[src/rtl/fast_data_port_defines.vh]
`ifndef FAST_DATA_PORT_DEFINES_VH
`define FAST_DATA_PORT_DEFINES_VH

// ----------------------------------------------------------------------------
// Register map (word index; the byte address is four times it)
// ----------------------------------------------------------------------------
`define REG_CONTROL        4'h0
`define REG_DRIVE_TIMING   4'h1
`define REG_TIMING_A       4'h2
`define REG_TIMING_B       4'h3
`define REG_STATUS         4'h4

// ----------------------------------------------------------------------------
// Field positions
// ----------------------------------------------------------------------------
`define CTL_ENABLE_BIT     0
`define CTL_START_BIT      1
`define TIM_RD_LSB         0
`define TIM_WR_LSB         4
`define TIM_REC_LSB        8
`define TIM_SU_LSB         12
`define DRV_ISA_LSB        8

// ----------------------------------------------------------------------------
// Reset values
// ----------------------------------------------------------------------------
`define CONTROL_RESET      32'h0000_0000
`define DRIVE_RESET        32'h0000_00FE
`define TIMING_RESET       32'h0000_3F60

// ----------------------------------------------------------------------------
// Timing counts
// ----------------------------------------------------------------------------
`define REC_COUNT_MAX      5'h18
`define SU_COUNT_MAX       3'h4
`define T2_FIRST_WAIT      2'h1
`define T2_SECOND_WAIT     2'h2

`endif

[src/rtl/drive_decode.v]
`timescale 1ns/1ps

// ----------------------------------------------------------------------------
// Drive decode: picks the drive from the data port and the select bit
// ----------------------------------------------------------------------------
module drive_decode (
  input  wire [1:0] port_sel,
  input  wire [3:0] odd_bits,
  input  wire [7:0] set_b_map,
  input  wire [3:0] isa_map,
  output wire [2:0] drive_num,
  output wire       use_set_b,
  output wire       use_isa
);

  // Even drive on bit 4 low, odd on high
  assign drive_num = {port_sel, odd_bits[port_sel]};
  assign use_set_b = set_b_map[drive_num];
  // Only drives 0-3 may be sent to the ISA path
  assign use_isa   = (drive_num[2] == 1'b0) ? isa_map[drive_num[1:0]] : 1'b0;

endmodule // drive_decode

[src/rtl/fast_data_port.v]
// How it works
// - Never sample IOCS16; data port is 16-bit
// - Drives 0-3 may take ISA path
// - Check ready one clock before end; stretch
// - Ready goes through two-flop synchroniser
// - Defaults only when no ISA, grant high
// - Default: address lines 0, cs0 0, cs1 1
// - Global earliest start: first or second T2
// - Read/write widths 1-16 clocks per set
// - Recovery 1-8, then 10-24 by twos
// - Two sets; each drive picks one
// - Drive from data port and select bit
// - Counter tracks default hold; setup checked
// - Recovery counter resets on command, counts idle
// - Recovery delays data-port accesses only
// - Recovery also between split 32-bit halves
// - Engine runs on local bus clock
// - ISA-routed drives honour acknowledge in ISA logic
// - 32-bit access becomes two 16-bit cycles
// - Strobes from engine only for data port
//
// The AHB-Lite interface to the registers and the register offsets were decided locally.
`timescale 1ns/1ps
`include "fast_data_port_defines.vh"

module fast_data_port (
  input  wire        hclk,
  input  wire        hresetn,
  // AHB-Lite slave
  input  wire        hsel,
  input  wire [31:0] haddr,
  input  wire [1:0]  htrans,
  input  wire        hwrite,
  input  wire [2:0]  hsize,
  input  wire [31:0] hwdata,
  input  wire        hready,
  output wire        hreadyout,
  output wire        hresp,
  output reg  [31:0] hrdata,
  // Local-bus data-port request
  input  wire        dp_req,
  input  wire        dp_write,
  input  wire        dp_dword,
  input  wire [1:0]  dp_port,
  input  wire [3:0]  dp_odd_bits,
  input  wire        t2_end,
  output wire        dp_done,
  output wire        dp_isa_route,
  // System side
  input  wire        isa_cycle_active,
  input  wire        master_grant_n,
  input  wire        isa_read_n,
  input  wire        isa_write_n,
  input  wire        isa_addr_bit0,
  input  wire        isa_addr_bit1,
  input  wire        isa_addr_bit2,
  input  wire        isa_cmd_sel_n,
  input  wire        isa_ctl_sel_n,
  input  wire        iochrdy,
  // Drive pins
  output reg         drive_read_strobe_n,
  output reg         drive_write_strobe_n,
  output reg         drive_addr_bit0,
  output reg         drive_addr_bit1,
  output reg         drive_addr_bit2,
  output reg         drive_cmd_block_sel_n,
  output reg         drive_ctl_block_sel_n,
  output reg         dp_half
);

  // --------------------------------------------------------------------------
  // State codes
  // --------------------------------------------------------------------------
  localparam [4:0] ST_IDLE  = 5'b00001; // Waiting for an access
  localparam [4:0] ST_WAIT  = 5'b00010; // T2 count, setup and recovery
  localparam [4:0] ST_CMD   = 5'b00100; // Strobe low
  localparam [4:0] ST_HOLD  = 5'b01000; // Stretched by ready
  localparam [4:0] ST_DONE  = 5'b10000; // Answer pulse

  // --------------------------------------------------------------------------
  // Registers
  // --------------------------------------------------------------------------
  reg  [31:0] control;     // Enable, start choice
  reg  [31:0] drive_map;   // Set B map, ISA map
  reg  [31:0] timing_a;    // Set A widths
  reg  [31:0] timing_b;    // Set B widths
  reg  [4:0]  state;       // Engine state
  reg  [4:0]  cmd_cnt;     // Remaining command clocks
  reg  [4:0]  rec_cnt;     // Idle clocks since last command
  reg  [2:0]  su_cnt;      // Clocks defaults held
  reg  [1:0]  t2_cnt;      // T2 ends seen
  reg         ready_meta;  // Synchroniser stage one
  reg         ready_sync;  // Synchroniser stage two
  reg         ap_valid;    // Bus data phase pending
  reg         ap_write;    // Pending is write
  reg  [3:0]  ap_addr;     // Pending word index
  reg         second;      // Second half of a dword
  reg         dir_write;   // Latched direction
  reg         sel_b;       // Latched timing set
  wire [2:0]  drive_num;
  wire        use_set_b;
  wire        use_isa;

  // --------------------------------------------------------------------------
  // Drive decode
  // --------------------------------------------------------------------------
  drive_decode u_decode (
    .port_sel  (dp_port),
    .odd_bits  (dp_odd_bits),
    .set_b_map (drive_map[7:0]),
    .isa_map   (drive_map[11:8]),
    .drive_num (drive_num),
    .use_set_b (use_set_b),
    .use_isa   (use_isa)
  );

  // ISA-routed accesses leave the engine; acknowledge handled there
  assign dp_isa_route = dp_req & (use_isa | ~control[`CTL_ENABLE_BIT]);

  // --------------------------------------------------------------------------
  // Timing decode functions
  // --------------------------------------------------------------------------
  // Pulse width: code 0 means 16
  function [4:0] width_of;
    input [3:0] code;
    begin
      width_of = (code == 4'h0) ? 5'h10 : {1'b0, code};
    end
  endfunction

  // Recovery: 1-8 direct, 9-F give 10-22, 0 gives 24
  function [4:0] rec_of;
    input [3:0] code;
    begin
      if (code == 4'h0) begin
        rec_of = `REC_COUNT_MAX;
      end else if (code <= 4'h8) begin
        rec_of = {1'b0, code};
      end else begin
        rec_of = {code, 1'b0} - 5'h08;
      end
    end
  endfunction

  // Setup: code 0 means 4
  function [2:0] setup_of;
    input [1:0] code;
    begin
      setup_of = (code == 2'h0) ? `SU_COUNT_MAX : {1'b0, code};
    end
  endfunction

  wire [31:0] tim     = sel_b ? timing_b : timing_a;
  wire [4:0]  rd_w    = width_of(tim[`TIM_RD_LSB+3:`TIM_RD_LSB]);
  wire [4:0]  wr_w    = width_of(tim[`TIM_WR_LSB+3:`TIM_WR_LSB]);
  wire [4:0]  rec_w   = rec_of(tim[`TIM_REC_LSB+3:`TIM_REC_LSB]);
  wire [2:0]  su_w    = setup_of(tim[`TIM_SU_LSB+1:`TIM_SU_LSB]);
  wire [1:0]  t2_need = control[`CTL_START_BIT] ? `T2_SECOND_WAIT : `T2_FIRST_WAIT;
  // Defaults allowed only with no ISA cycle and grant high
  wire defaults_ok = ~isa_cycle_active & master_grant_n;
  wire cmd_active  = (state == ST_CMD) | (state == ST_HOLD);
  wire start_ok    = (t2_cnt >= t2_need) | second;
  wire setup_ok    = (su_cnt >= su_w);
  wire rec_ok      = (rec_cnt >= rec_w);

  // --------------------------------------------------------------------------
  // Ready synchroniser, local-bus clock
  // --------------------------------------------------------------------------
  // Two flops keep a metastable ready out of the engine
  always @(posedge hclk or negedge hresetn) begin
    if (!hresetn) begin
      ready_meta <= 1'b1;
      ready_sync <= 1'b1;
    end else begin
      ready_meta <= iochrdy;
      ready_sync <= ready_meta;
    end
  end

  // --------------------------------------------------------------------------
  // Setup and recovery counters
  // --------------------------------------------------------------------------
  // Setup counter counts up to 4 while defaults stand, then holds
  always @(posedge hclk or negedge hresetn) begin
    if (!hresetn) begin
      su_cnt  <= 3'h0;
      rec_cnt <= `REC_COUNT_MAX;
    end else begin
      if (!defaults_ok) begin
        su_cnt <= 3'h0;
      end else if (su_cnt != `SU_COUNT_MAX) begin
        su_cnt <= su_cnt + 3'h1;
      end
      // Any drive command, ISA or fast, restarts recovery
      if (cmd_active | ~isa_read_n | ~isa_write_n) begin
        rec_cnt <= 5'h0;
      end else if (rec_cnt != `REC_COUNT_MAX) begin
        rec_cnt <= rec_cnt + 5'h1;
      end
    end
  end

  // --------------------------------------------------------------------------
  // Engine state machine, clocked by the local bus
  // --------------------------------------------------------------------------
  // Width counts down; ready is checked with one clock left
  always @(posedge hclk or negedge hresetn) begin
    if (!hresetn) begin
      state     <= ST_IDLE;
      cmd_cnt   <= 5'h0;
      t2_cnt    <= 2'h0;
      second    <= 1'b0;
      dir_write <= 1'b0;
      sel_b     <= 1'b0;
      dp_half   <= 1'b0;
    end else begin
      case (state)
        ST_IDLE: begin
          t2_cnt <= 2'h0;
          second <= 1'b0;
          // Only data-port accesses enter; others stay with ISA logic
          if (dp_req && !dp_isa_route) begin
            dir_write <= dp_write;
            sel_b     <= use_set_b;
            dp_half   <= 1'b0;
            state     <= ST_WAIT;
          end
        end
        ST_WAIT: begin
          if (t2_end && t2_cnt != 2'h3) begin
            t2_cnt <= t2_cnt + 2'h1;
          end
          // Recovery is only checked here, on the data-port path
          if (start_ok && setup_ok && rec_ok) begin
            cmd_cnt <= dir_write ? wr_w : rd_w;
            state   <= ST_CMD;
          end
        end
        ST_CMD: begin
          // One clock before the end, look at synced ready
          if (cmd_cnt == 5'h1) begin
            if (!ready_sync) begin
              state <= ST_HOLD;
            end else if (dp_dword && !second) begin
              second  <= 1'b1;
              dp_half <= 1'b1;
              state   <= ST_WAIT;
            end else begin
              state <= ST_DONE;
            end
          end else begin
            cmd_cnt <= cmd_cnt - 5'h1;
          end
        end
        ST_HOLD: begin
          // Release one clock after ready seen high
          if (ready_sync) begin
            if (dp_dword && !second) begin
              second  <= 1'b1;
              dp_half <= 1'b1;
              state   <= ST_WAIT;
            end else begin
              state <= ST_DONE;
            end
          end
        end
        ST_DONE: begin
          state <= ST_IDLE;
        end
        default: begin
          state <= ST_IDLE;
        end
      endcase
    end
  end

  assign dp_done = (state == ST_DONE);
  // --------------------------------------------------------------------------
  // Drive pins
  // --------------------------------------------------------------------------
  // Strobes: OR of ISA commands and engine; width taken as 16 bits always
  always @(posedge hclk or negedge hresetn) begin
    if (!hresetn) begin
      drive_read_strobe_n   <= 1'b1;
      drive_write_strobe_n  <= 1'b1;
      drive_addr_bit0       <= 1'b0;
      drive_addr_bit1       <= 1'b0;
      drive_addr_bit2       <= 1'b0;
      drive_cmd_block_sel_n <= 1'b0;
      drive_ctl_block_sel_n <= 1'b1;
    end else begin
      drive_read_strobe_n  <= isa_read_n &
                              ~(state == ST_WAIT && start_ok && setup_ok && rec_ok && !dir_write
                                || cmd_active && !dir_write && !(state == ST_CMD && cmd_cnt == 5'h1
                                && ready_sync) && !(state == ST_HOLD && ready_sync));
      drive_write_strobe_n <= isa_write_n &
                              ~(state == ST_WAIT && start_ok && setup_ok && rec_ok && dir_write
                                || cmd_active && dir_write && !(state == ST_CMD && cmd_cnt == 5'h1
                                && ready_sync) && !(state == ST_HOLD && ready_sync));
      if (defaults_ok) begin
        drive_addr_bit0       <= 1'b0;
        drive_addr_bit1       <= 1'b0;
        drive_addr_bit2       <= 1'b0;
        drive_cmd_block_sel_n <= 1'b0;
        drive_ctl_block_sel_n <= 1'b1;
      end else begin
        drive_addr_bit0       <= isa_addr_bit0;
        drive_addr_bit1       <= isa_addr_bit1;
        drive_addr_bit2       <= isa_addr_bit2;
        drive_cmd_block_sel_n <= isa_cmd_sel_n;
        drive_ctl_block_sel_n <= isa_ctl_sel_n;
      end
    end
  end

  // --------------------------------------------------------------------------
  // AHB-Lite slave
  // --------------------------------------------------------------------------
  // Zero wait states; response always OKAY
  assign hreadyout = 1'b1;
  assign hresp     = 1'b0;

  // Latch the address phase
  always @(posedge hclk or negedge hresetn) begin
    if (!hresetn) begin
      ap_valid <= 1'b0;
      ap_write <= 1'b0;
      ap_addr  <= 4'h0;
    end else if (hready) begin
      ap_valid <= hsel & htrans[1];
      ap_write <= hwrite;
      ap_addr  <= haddr[5:2];
    end
  end

  // Register writes in the data phase
  always @(posedge hclk or negedge hresetn) begin
    if (!hresetn) begin
      control   <= `CONTROL_RESET;
      drive_map <= `DRIVE_RESET;
      timing_a  <= `TIMING_RESET;
      timing_b  <= `TIMING_RESET;
    end else if (ap_valid && ap_write) begin
      case (ap_addr)
        `REG_CONTROL:      control   <= {30'h0, hwdata[1:0]};
        `REG_DRIVE_TIMING: drive_map <= {20'h0, hwdata[11:0]};
        `REG_TIMING_A:     timing_a  <= {18'h0, hwdata[13:0]};
        `REG_TIMING_B:     timing_b  <= {18'h0, hwdata[13:0]};
        default: ;
      endcase
    end
  end

  // Read data registered at the address phase
  always @(posedge hclk or negedge hresetn) begin
    if (!hresetn) begin
      hrdata <= 32'h0000_0000;
    end else if (hready && hsel && htrans[1] && !hwrite) begin
      case (haddr[5:2])
        `REG_CONTROL:      hrdata <= control;
        `REG_DRIVE_TIMING: hrdata <= drive_map;
        `REG_TIMING_A:     hrdata <= timing_a;
        `REG_TIMING_B:     hrdata <= timing_b;
        `REG_STATUS:       hrdata <= {11'h0, rec_cnt, 5'h0, su_cnt, 2'h0, ready_sync, state};
        default:           hrdata <= 32'h0000_0000;
      endcase
    end
  end

endmodule // fast_data_port

[config.mk]
export PLATFORM = sky130hd
export DESIGN_NAME = fast_data_port
export DESIGN_NICKNAME = d
export VERILOG_FILES = /design/src/rtl/drive_decode.v /design/src/rtl/fast_data_port.v
export VERILOG_INCLUDE_DIRS = /design/src /design/src/rtl
export SDC_FILE = /design/constraint.sdc
export NUM_CORES = 1
export LEC_CHECK = 0
export ABC_AREA = 1
export BUFFER_PORTS_ARGS = -buffer_cell sky130_fd_sc_hd__buf_2
export CORE_MARGIN = 5
export CORE_UTILIZATION = 57
export DETAILED_ROUTE_END_ITERATION = 8
export HOLD_SLACK_MARGIN = 0.02
export PLACE_DENSITY_LB_ADDON = 0.08
export SLEW_MARGIN = 30
export SYNTH_ARGS = -nofsm -noshare
export SYNTH_HDL_FRONTEND = slang
export SYNTH_SLANG_ARGS = --single-unit
[constraint.sdc]
create_clock -name hclk -period 5.99 [get_ports hclk]
set_input_delay 0.599 -clock hclk [delete_from_list [all_inputs] [get_ports hclk]]
set_output_delay 0.599 -clock hclk [all_outputs]
set_load 0.005 [all_outputs]
==> results of run 1 <==
## cell families after synthesis
| kind of cell | Yosys count | synth area share |
|---|---|---|
| compound gates | 143 | 0.147 |
| xor+xnor | 5 | 0.00833 |
| fa+ha+maj | 17 | 0.0404 |
| buf+inv | 110 | 0.0906 |
| flops | 100 | 0.483 |
| mux | 3 | 0.00595 |
| other cells | 2 | 0.00143 |
| simple gates | 255 | 0.223 |
## metal layers
| metal | global-route usage | vias up |
|---|---|---|
| met1 | 0.330 | 2071 |
| met4 | 0.0703 | 0 |
| met3 | 0.0322 | 15 |
| met2 | 0.354 | 124 |
| met5 | 0 | - |
| li1 | - | 2190 |
## cell usage after synthesis, drive strengths merged (2+ instances only)
master	number	area, um^2
mux2i	2	20.0
o22ai	4	25.0
o211ai	4	30.0
o2111ai	2	17.5
a21oi	27	135
o21ai	95	475
clkbuf	9	33.8
a221oi	5	43.8
nor2	30	130
buf	19	135
ha	17	213
conb	2	7.51
nand4	8	62.6
nand2	169	667
nand3	29	173
xor2	4	35.0
dfrtp	69	1730
dfstp	31	815
inv	80	300
nand3b	2	15.0
nor3	10	65.1
or2	5	31.3
clkinv	2	7.51
## power breakdown
group          switching (W)  leakage (nW)  internal, W
clock network       0.000240        0.0820     0.000164
logic               0.000303          1.86     0.000183
registers           0.000105          1.18     0.000818
total               0.000648          3.12      0.00116
## path summary, 6_finish.rpt
path,from,to,slack (ns)
setup / recovery,sel_b$_DFFE_PN0P_,cmd_cnt[3]$_DFFE_PN0P_,2.63
hold / removal,hresetn,hrdata[16]$_DFFE_PN0P_,0.16
setup reg to reg,sel_b$_DFFE_PN0P_,cmd_cnt[3]$_DFFE_PN0P_,2.63
hold reg to reg,ready_meta$_DFF_PN1_,ready_sync$_DFF_PN1_,0.36
max in group asynchronous,hresetn,ap_addr[2]$_DFFE_PN0P_,4.66
min in group hclk,iochrdy,ready_meta$_DFF_PN1_,0.33
## flip-flops by register name (all words and copies together), names as in the netlist, 2 cells and up
register / cells
control: 2
timing_a: 14
timing_b: 14
t2_cnt: 2
su_cnt: 3
hrdata: 19
rec_cnt: 5
ap_addr: 4
drive_map: 12
state: 5
cmd_cnt: 5
## through the flow
stage / power [W] / hold WS [ns]
finish: 0.00181 / 0.161
floorplan: 0.00126 / 0.303
CTS: 0.00182 / 0.172
global route: 0.00194 / 0.190
detailed placement: 0.00142 / 0.350
global placement: 0.00139 / 0.347
## layout make-up
class / instances / area share
Sequential cell: 100 / 0.436
Multi-Input combinational cell: 438 / 0.393
Timing Repair Buffer: 73 / 0.0636
Inverter: 82 / 0.0528
Clock buffer: 11 / 0.0243
Tap cell: 111 / 0.0238
Clock inverter: 5 / 0.00623
==> flow_summary.yaml, run 1 <==
route:
  drt_pre_antenna_iters: 5
  routed-wl-met3_um: 689
  total_routed_wire_length_on_the_met1_layer_mm: 5.74
  wl_mm: 12.0
  drt_drc_violations_left: 0
  antenna_violating_nets_post_route: 0
  first_iter_violations: 306
  highest_layer: "met4"
  drt-vias-per-instance: 5.37
  detail_route.wl_per_cell_um: 14.6
  vias: 4400
  route.met2.wl_mm: 5.35
floorplanning:
  ios: 138
  initial_core_util: 0.577
  floorplan_row_count: 35
  core_region_area_um2: 9110
  floorplan.die.width_um: 106
  die_h_um: 106
  floorplan.die_area_um2: 11200
clock_tree:
  postCtsResizedCells: 0
  holdBufCountCts: 0
  clock_path_buffers: 2
  cts.htree.levels: 3
  tritoncts_clock_tree: "yes"
  ctsRootBufferMaster: "sky130_fd_sc_hd__clkbuf_8"
  postCtsSetupRepairBufs: 0
  clkTransAtPathRegs_ns: 0.10
  insertion_delay_ns: 0.36
  cts_made_buffers: 9
  numClockSinks: 100
power:
  static-leakage-power_nw: 3.12
  vdd_ir_drop_max_v: 0.000134
  power.density_nw_per_um2: 311
synth:
  yosysSeqAreaShare: 0.483
  syn-mean-instance-area_um2: 8.28
  syn_area_um2: 5260
  synth_edf_count: 0
  ys.warnings.count: 0
  syn_inst: 635
  synth_cell_types: 44
  synth.ff_latch_count: 100
  async_reset_ff_frac: 1.00
  ys.flop_type: "sky130_fd_sc_hd__dfrtp_1"
hold_path:
  worstHoldPathType: "in -> async"
timing:
  fin_tns_setup_ns: 0
  maxSlewHeadroom: 0.456
  timing_worst_slew_pin_value_ns: 0.813
  clock-skew-final_ns: 0.00801
  fin_ws_ns: 2.63
  slew_viol_final: 0
  setup_viol: 0
  fin_crit_sh: 0.561
  final_min_period_ns: 3.36
  grt_setup_unrepaired: "no"
  achievable-frequency_mhz: 297
  finalHoldViolCount: 0
global_routing:
  grt_pass1_vias: 4273
  grt_start_max_net_pins: 68
  global_route_wire_length_before_repair_mm: 20.6
  overflow: 0
  antenna_violations_before_repair: 0
  global_route.usage.total: 0.227
final_layout:
  fin_util: 0.640
  diodes_inserted: 0
  final_cell_area_um2: 5830
  seq_area_um2: 2540
  post_route_cells_drive_above_1_share: 0.217
  multiInputGateArea_um2: 2290
  instances_no_fill: 820
  layout.filler_cells: 857
  finalNetCount: 815
  layout.cells.most_common_list: "160 x sky130_fd_sc_hd__nand2_1, 93 x sky130_fd_sc_hd__o21ai_0, 75 x sky130_fd_sc_hd__inv_1"
  final_common_cell: "sky130_fd_sc_hd__nand2_1"
  area.growth.synth_to_final_pct: 10.8
placed_design:
  port-buffer-count: 72
  place_congestion: 0.853
  place_inst: 804
  worst_slack_after_detailed_placement_ns: 2.69
  dpl-instance-area_um2: 5650
  post-dp-hpwl_mm: 9.08
worst_setup_path:
  critical_path.max_stage_delay_ns: 0.79
  crit_slowest_cell: "sky130_fd_sc_hd__dfrtp_1"
  ff2ff_path_depth: 15
  critical_path_class: "reg -> reg"
  critPathMaxFanout: 20
  worst-endpoint-arrival_ns: 3.65
  cp_num_buf_inv: 2
  timing.critical_path.cells: "inv_1 > or2_2 > o21ai_0 > inv_1 > nor3_1 > a21oi_1 > ha_1 > nand2_1 > nor3_1 > nor2_1 > nand2_1 > nand4_1 > nand2_2 > nor2_1 > a21oi_1"
  worst_setup_path_end_kind: "flop"
  crit_required_ns: 6.28
  cp-start-kind: "flop"
  timing.critical_path.depth: 15
  worst_path_dominant_cell_family: "simple AND/OR/NAND/NOR gates"
status:
  outcome: "complete, no violations"
flow_run:
  timing.max_cap.violations: 0
Power figures use the tool's default switching activity.
==> inputs of run 2 (changes only) <==
--- a/config.mk
+++ b/config.mk
@@ -9,7 +9,7 @@
 export ABC_AREA = 1
 export BUFFER_PORTS_ARGS = -buffer_cell sky130_fd_sc_hd__buf_2
 export CORE_MARGIN = 5
-export CORE_UTILIZATION = 57
+export CORE_UTILIZATION = 48
 export DETAILED_ROUTE_END_ITERATION = 8
 export HOLD_SLACK_MARGIN = 0.02
 export PLACE_DENSITY_LB_ADDON = 0.08
==> constraint.sdc (replaced) <==
create_clock -name hclk -period 2.8 [get_ports hclk]
set_input_delay 0.28 -clock hclk [delete_from_list [all_inputs] [get_ports hclk]]
set_output_delay 0.28 -clock hclk [all_outputs]
set_load 0.005 [all_outputs]
==> run 2 against run 1 <==
Against the previous run: clock power rose by 150%; total power rose by 130%; combinational power rose by 140%; global-route usage fell by 2.5 points; register-to-register slack got worse by 2.3 ns; critical path depth rose by 1; count of clock-buffer cells in the layout fell by 2; critical path type unchanged.
==> flow_summary.yaml, run 2 (synthesis gave the netlist of run 1 again) <==
power:
  power.density_nw_per_um2: 681
  static-leakage-power_nw: 3.21
  totalPowerFinal_w: 0.00411
  vdd_ir_drop_max_v: 0.000358
worst_setup_path:
  crit_required_ns: 3.12
  timing.critical_path.cells: "inv_2 > or2_2 > o21ai_2 > inv_1 > nor3_2 > a21oi_1 > ha_1 > nand2_1 > nor3_2 > nor2_1 > nand2_1 > nand4_1 > buf_4 > nand2_4 > nor2_1 > a21oi_1"
  crit_slowest_cell: "sky130_fd_sc_hd__dfrtp_1"
  critical_path.max_stage_delay_ns: 0.41
  cp-start-kind: "flop"
  critical_path_class: "reg -> reg"
  worst_setup_path_end_kind: "flop"
  critPathMaxFanout: 7
  worst-endpoint-arrival_ns: 2.84
route:
  drt_pre_antenna_iters: 5
  wl_mm: 12.7
  antenna_violating_nets_post_route: 0
  drt-vias-per-instance: 5.12
  detail_route.wl_per_cell_um: 14.7
  first_iter_violations: 279
  vias: 4412
  routed-wl-met3_um: 591
  highest_layer: "met4"
  drt_drc_violations_left: 0
  route.met2.wl_mm: 5.68
  total_routed_wire_length_on_the_met1_layer_mm: 6.25
floorplanning:
  ios: 138
  die_h_um: 115
  floorplan_row_count: 38
  initial_core_util: 0.487
  floorplan.die_area_um2: 13200
  floorplan.die.width_um: 115
  core_region_area_um2: 10800
timing:
  setup_viol: 0
  slew_viol_final: 0
  finalHoldViolCount: 0
  clock-skew-final_ns: 0.0124
  fin_tns_setup_ns: 0
  final_min_period_ns: 2.52
  achievable-frequency_mhz: 397
  maxSlewHeadroom: 0.526
  timing_worst_slew_pin_value_ns: 0.709
  fin_crit_sh: 0.900
  grt_setup_unrepaired: "no"
global_routing:
  global_route.usage.total: 0.202
  antenna_violations_before_repair: 0
  grt_start_max_net_pins: 49
  grt_pass1_vias: 4172
  overflow: 0
  global_route_wire_length_before_repair_mm: 20.8
clock_tree:
  cts.htree.levels: 3
  clock_path_buffers: 2
  tritoncts_clock_tree: "yes"
  clkTransAtPathRegs_ns: 0.10
  ctsRootBufferMaster: "sky130_fd_sc_hd__clkbuf_8"
  insertion_delay_ns: 0.39
  cts_made_buffers: 9
  numClockSinks: 100
flow_run:
  timing.max_cap.violations: 0
final_layout:
  final_common_cell: "sky130_fd_sc_hd__nand2_1"
  area.growth.synth_to_final_pct: 14.8
  seq_area_um2: 2540
  largest_registers_in_the_final_layout: "hrdata (19), timing_a (14), timing_b (14)"
  layout.cells.most_common_list: "160 x sky130_fd_sc_hd__nand2_1, 89 x sky130_fd_sc_hd__o21ai_0, 74 x sky130_fd_sc_hd__inv_1"
  regMostFlops: "hrdata"
  largest_register_ff_count: 19
  layout.filler_cells: 998
  finalNetCount: 827
  multiInputGateArea_um2: 2340
  final_cell_area_um2: 6040
  post_route_cells_drive_above_1_share: 0.241
  diodes_inserted: 0
  fin_util: 0.559
placed_design:
  post-dp-hpwl_mm: 9.54
  dpl-instance-area_um2: 5740
  port-buffer-count: 72
  place_congestion: 0.918
hold_path:
  worstHoldPathType: "in -> reg"
status:
  outcome: "complete, no violations"
==> run 2: changes by cell type in the layout (fill, tap and decap cells not counted), sizes merged <==
cell / previous run / this run
bufinv: 0 / 1
clkinvlp: 3 / 0
clkbuf: 11 / 9
nand2: 169 / 170
inv: 81 / 82
clkinv: 3 / 6
dlygate4sd3: 0 / 2
buf: 73 / 82
==> run 2: critical path, delay by kind of cell (launching register included) <==
| family | cells | cell delay (ns) |
|---|---|---|
| compound gates | 3 | 0.26 |
| simple gates | 9 | 1.08 |
| fa+ha+maj | 1 | 0.34 |
| flops | 1 | 0.41 |
| buf+inv | 3 | 0.35 |
==> run 2: routing by layer <==
metal,vias to the layer above,track usage
met5,-,0
met4,0,0.0467
met3,9,0.0497
met2,97,0.310
met1,2077,0.290
li1,2229,-
==> run 2: cell type report <==
class	instances	share of cell area
inverter	82	0.0510
clock buffer	9	0.0205
sequential	100	0.421
timing repair buffer	84	0.0765
clock inverter	7	0.0141
multi-input combinational	439	0.388
tap	140	0.0290
==> run 2: per-stage QoR <==
stage               setup slack [ns]  hold WS [ns]  instances
CTS                            0.106        0.0604        858
global placement               0.202         0.330        840
global route                  0.0512        0.0669        861
floorplan                      0.415       -0.0156        648
finish                         0.280        0.0743        861
detailed placement             0.120         0.332        840
==> run 2: where the power goes <==
| part | total [W] | switching (W) | internal (W) |
|---|---|---|---|
| clock | 0.000993 | 0.000564 | 0.000429 |
| sequential | 0.00195 | 0.000196 | 0.00175 |
| combinational | 0.00117 | 0.000717 | 0.000456 |
| total | 0.00411 | 0.00148 | 0.00264 |
==> run 2: repair_timing <==
item	CTS	global route
hold buffers	2	0
hold endpoints to repair	35	0
resized for setup	0	16
endpoints found under the setup margin	0	10
setup buffers	0	2
==> run 2: final timing paths <==
path / end / slack (ns) / start / cells past startpoint
max: cmd_cnt[3]$_DFFE_PN0P_ / 0.28 / sel_b$_DFFE_PN0P_ / 16
min: su_cnt[1]$_DFFE_PN0P_ / 0.07 / isa_cycle_active / 2
max reg2reg: cmd_cnt[3]$_DFFE_PN0P_ / 0.28 / sel_b$_DFFE_PN0P_ / 16
min reg2reg: ready_sync$_DFF_PN1_ / 0.37 / ready_meta$_DFF_PN1_ / 0
max in group asynchronous: timing_a[11]$_DFFE_PN1P_ / 1.58 / hresetn / 3
min in group asynchronous: hrdata[17]$_DFFE_PN0P_ / 0.44 / hresetn / 2
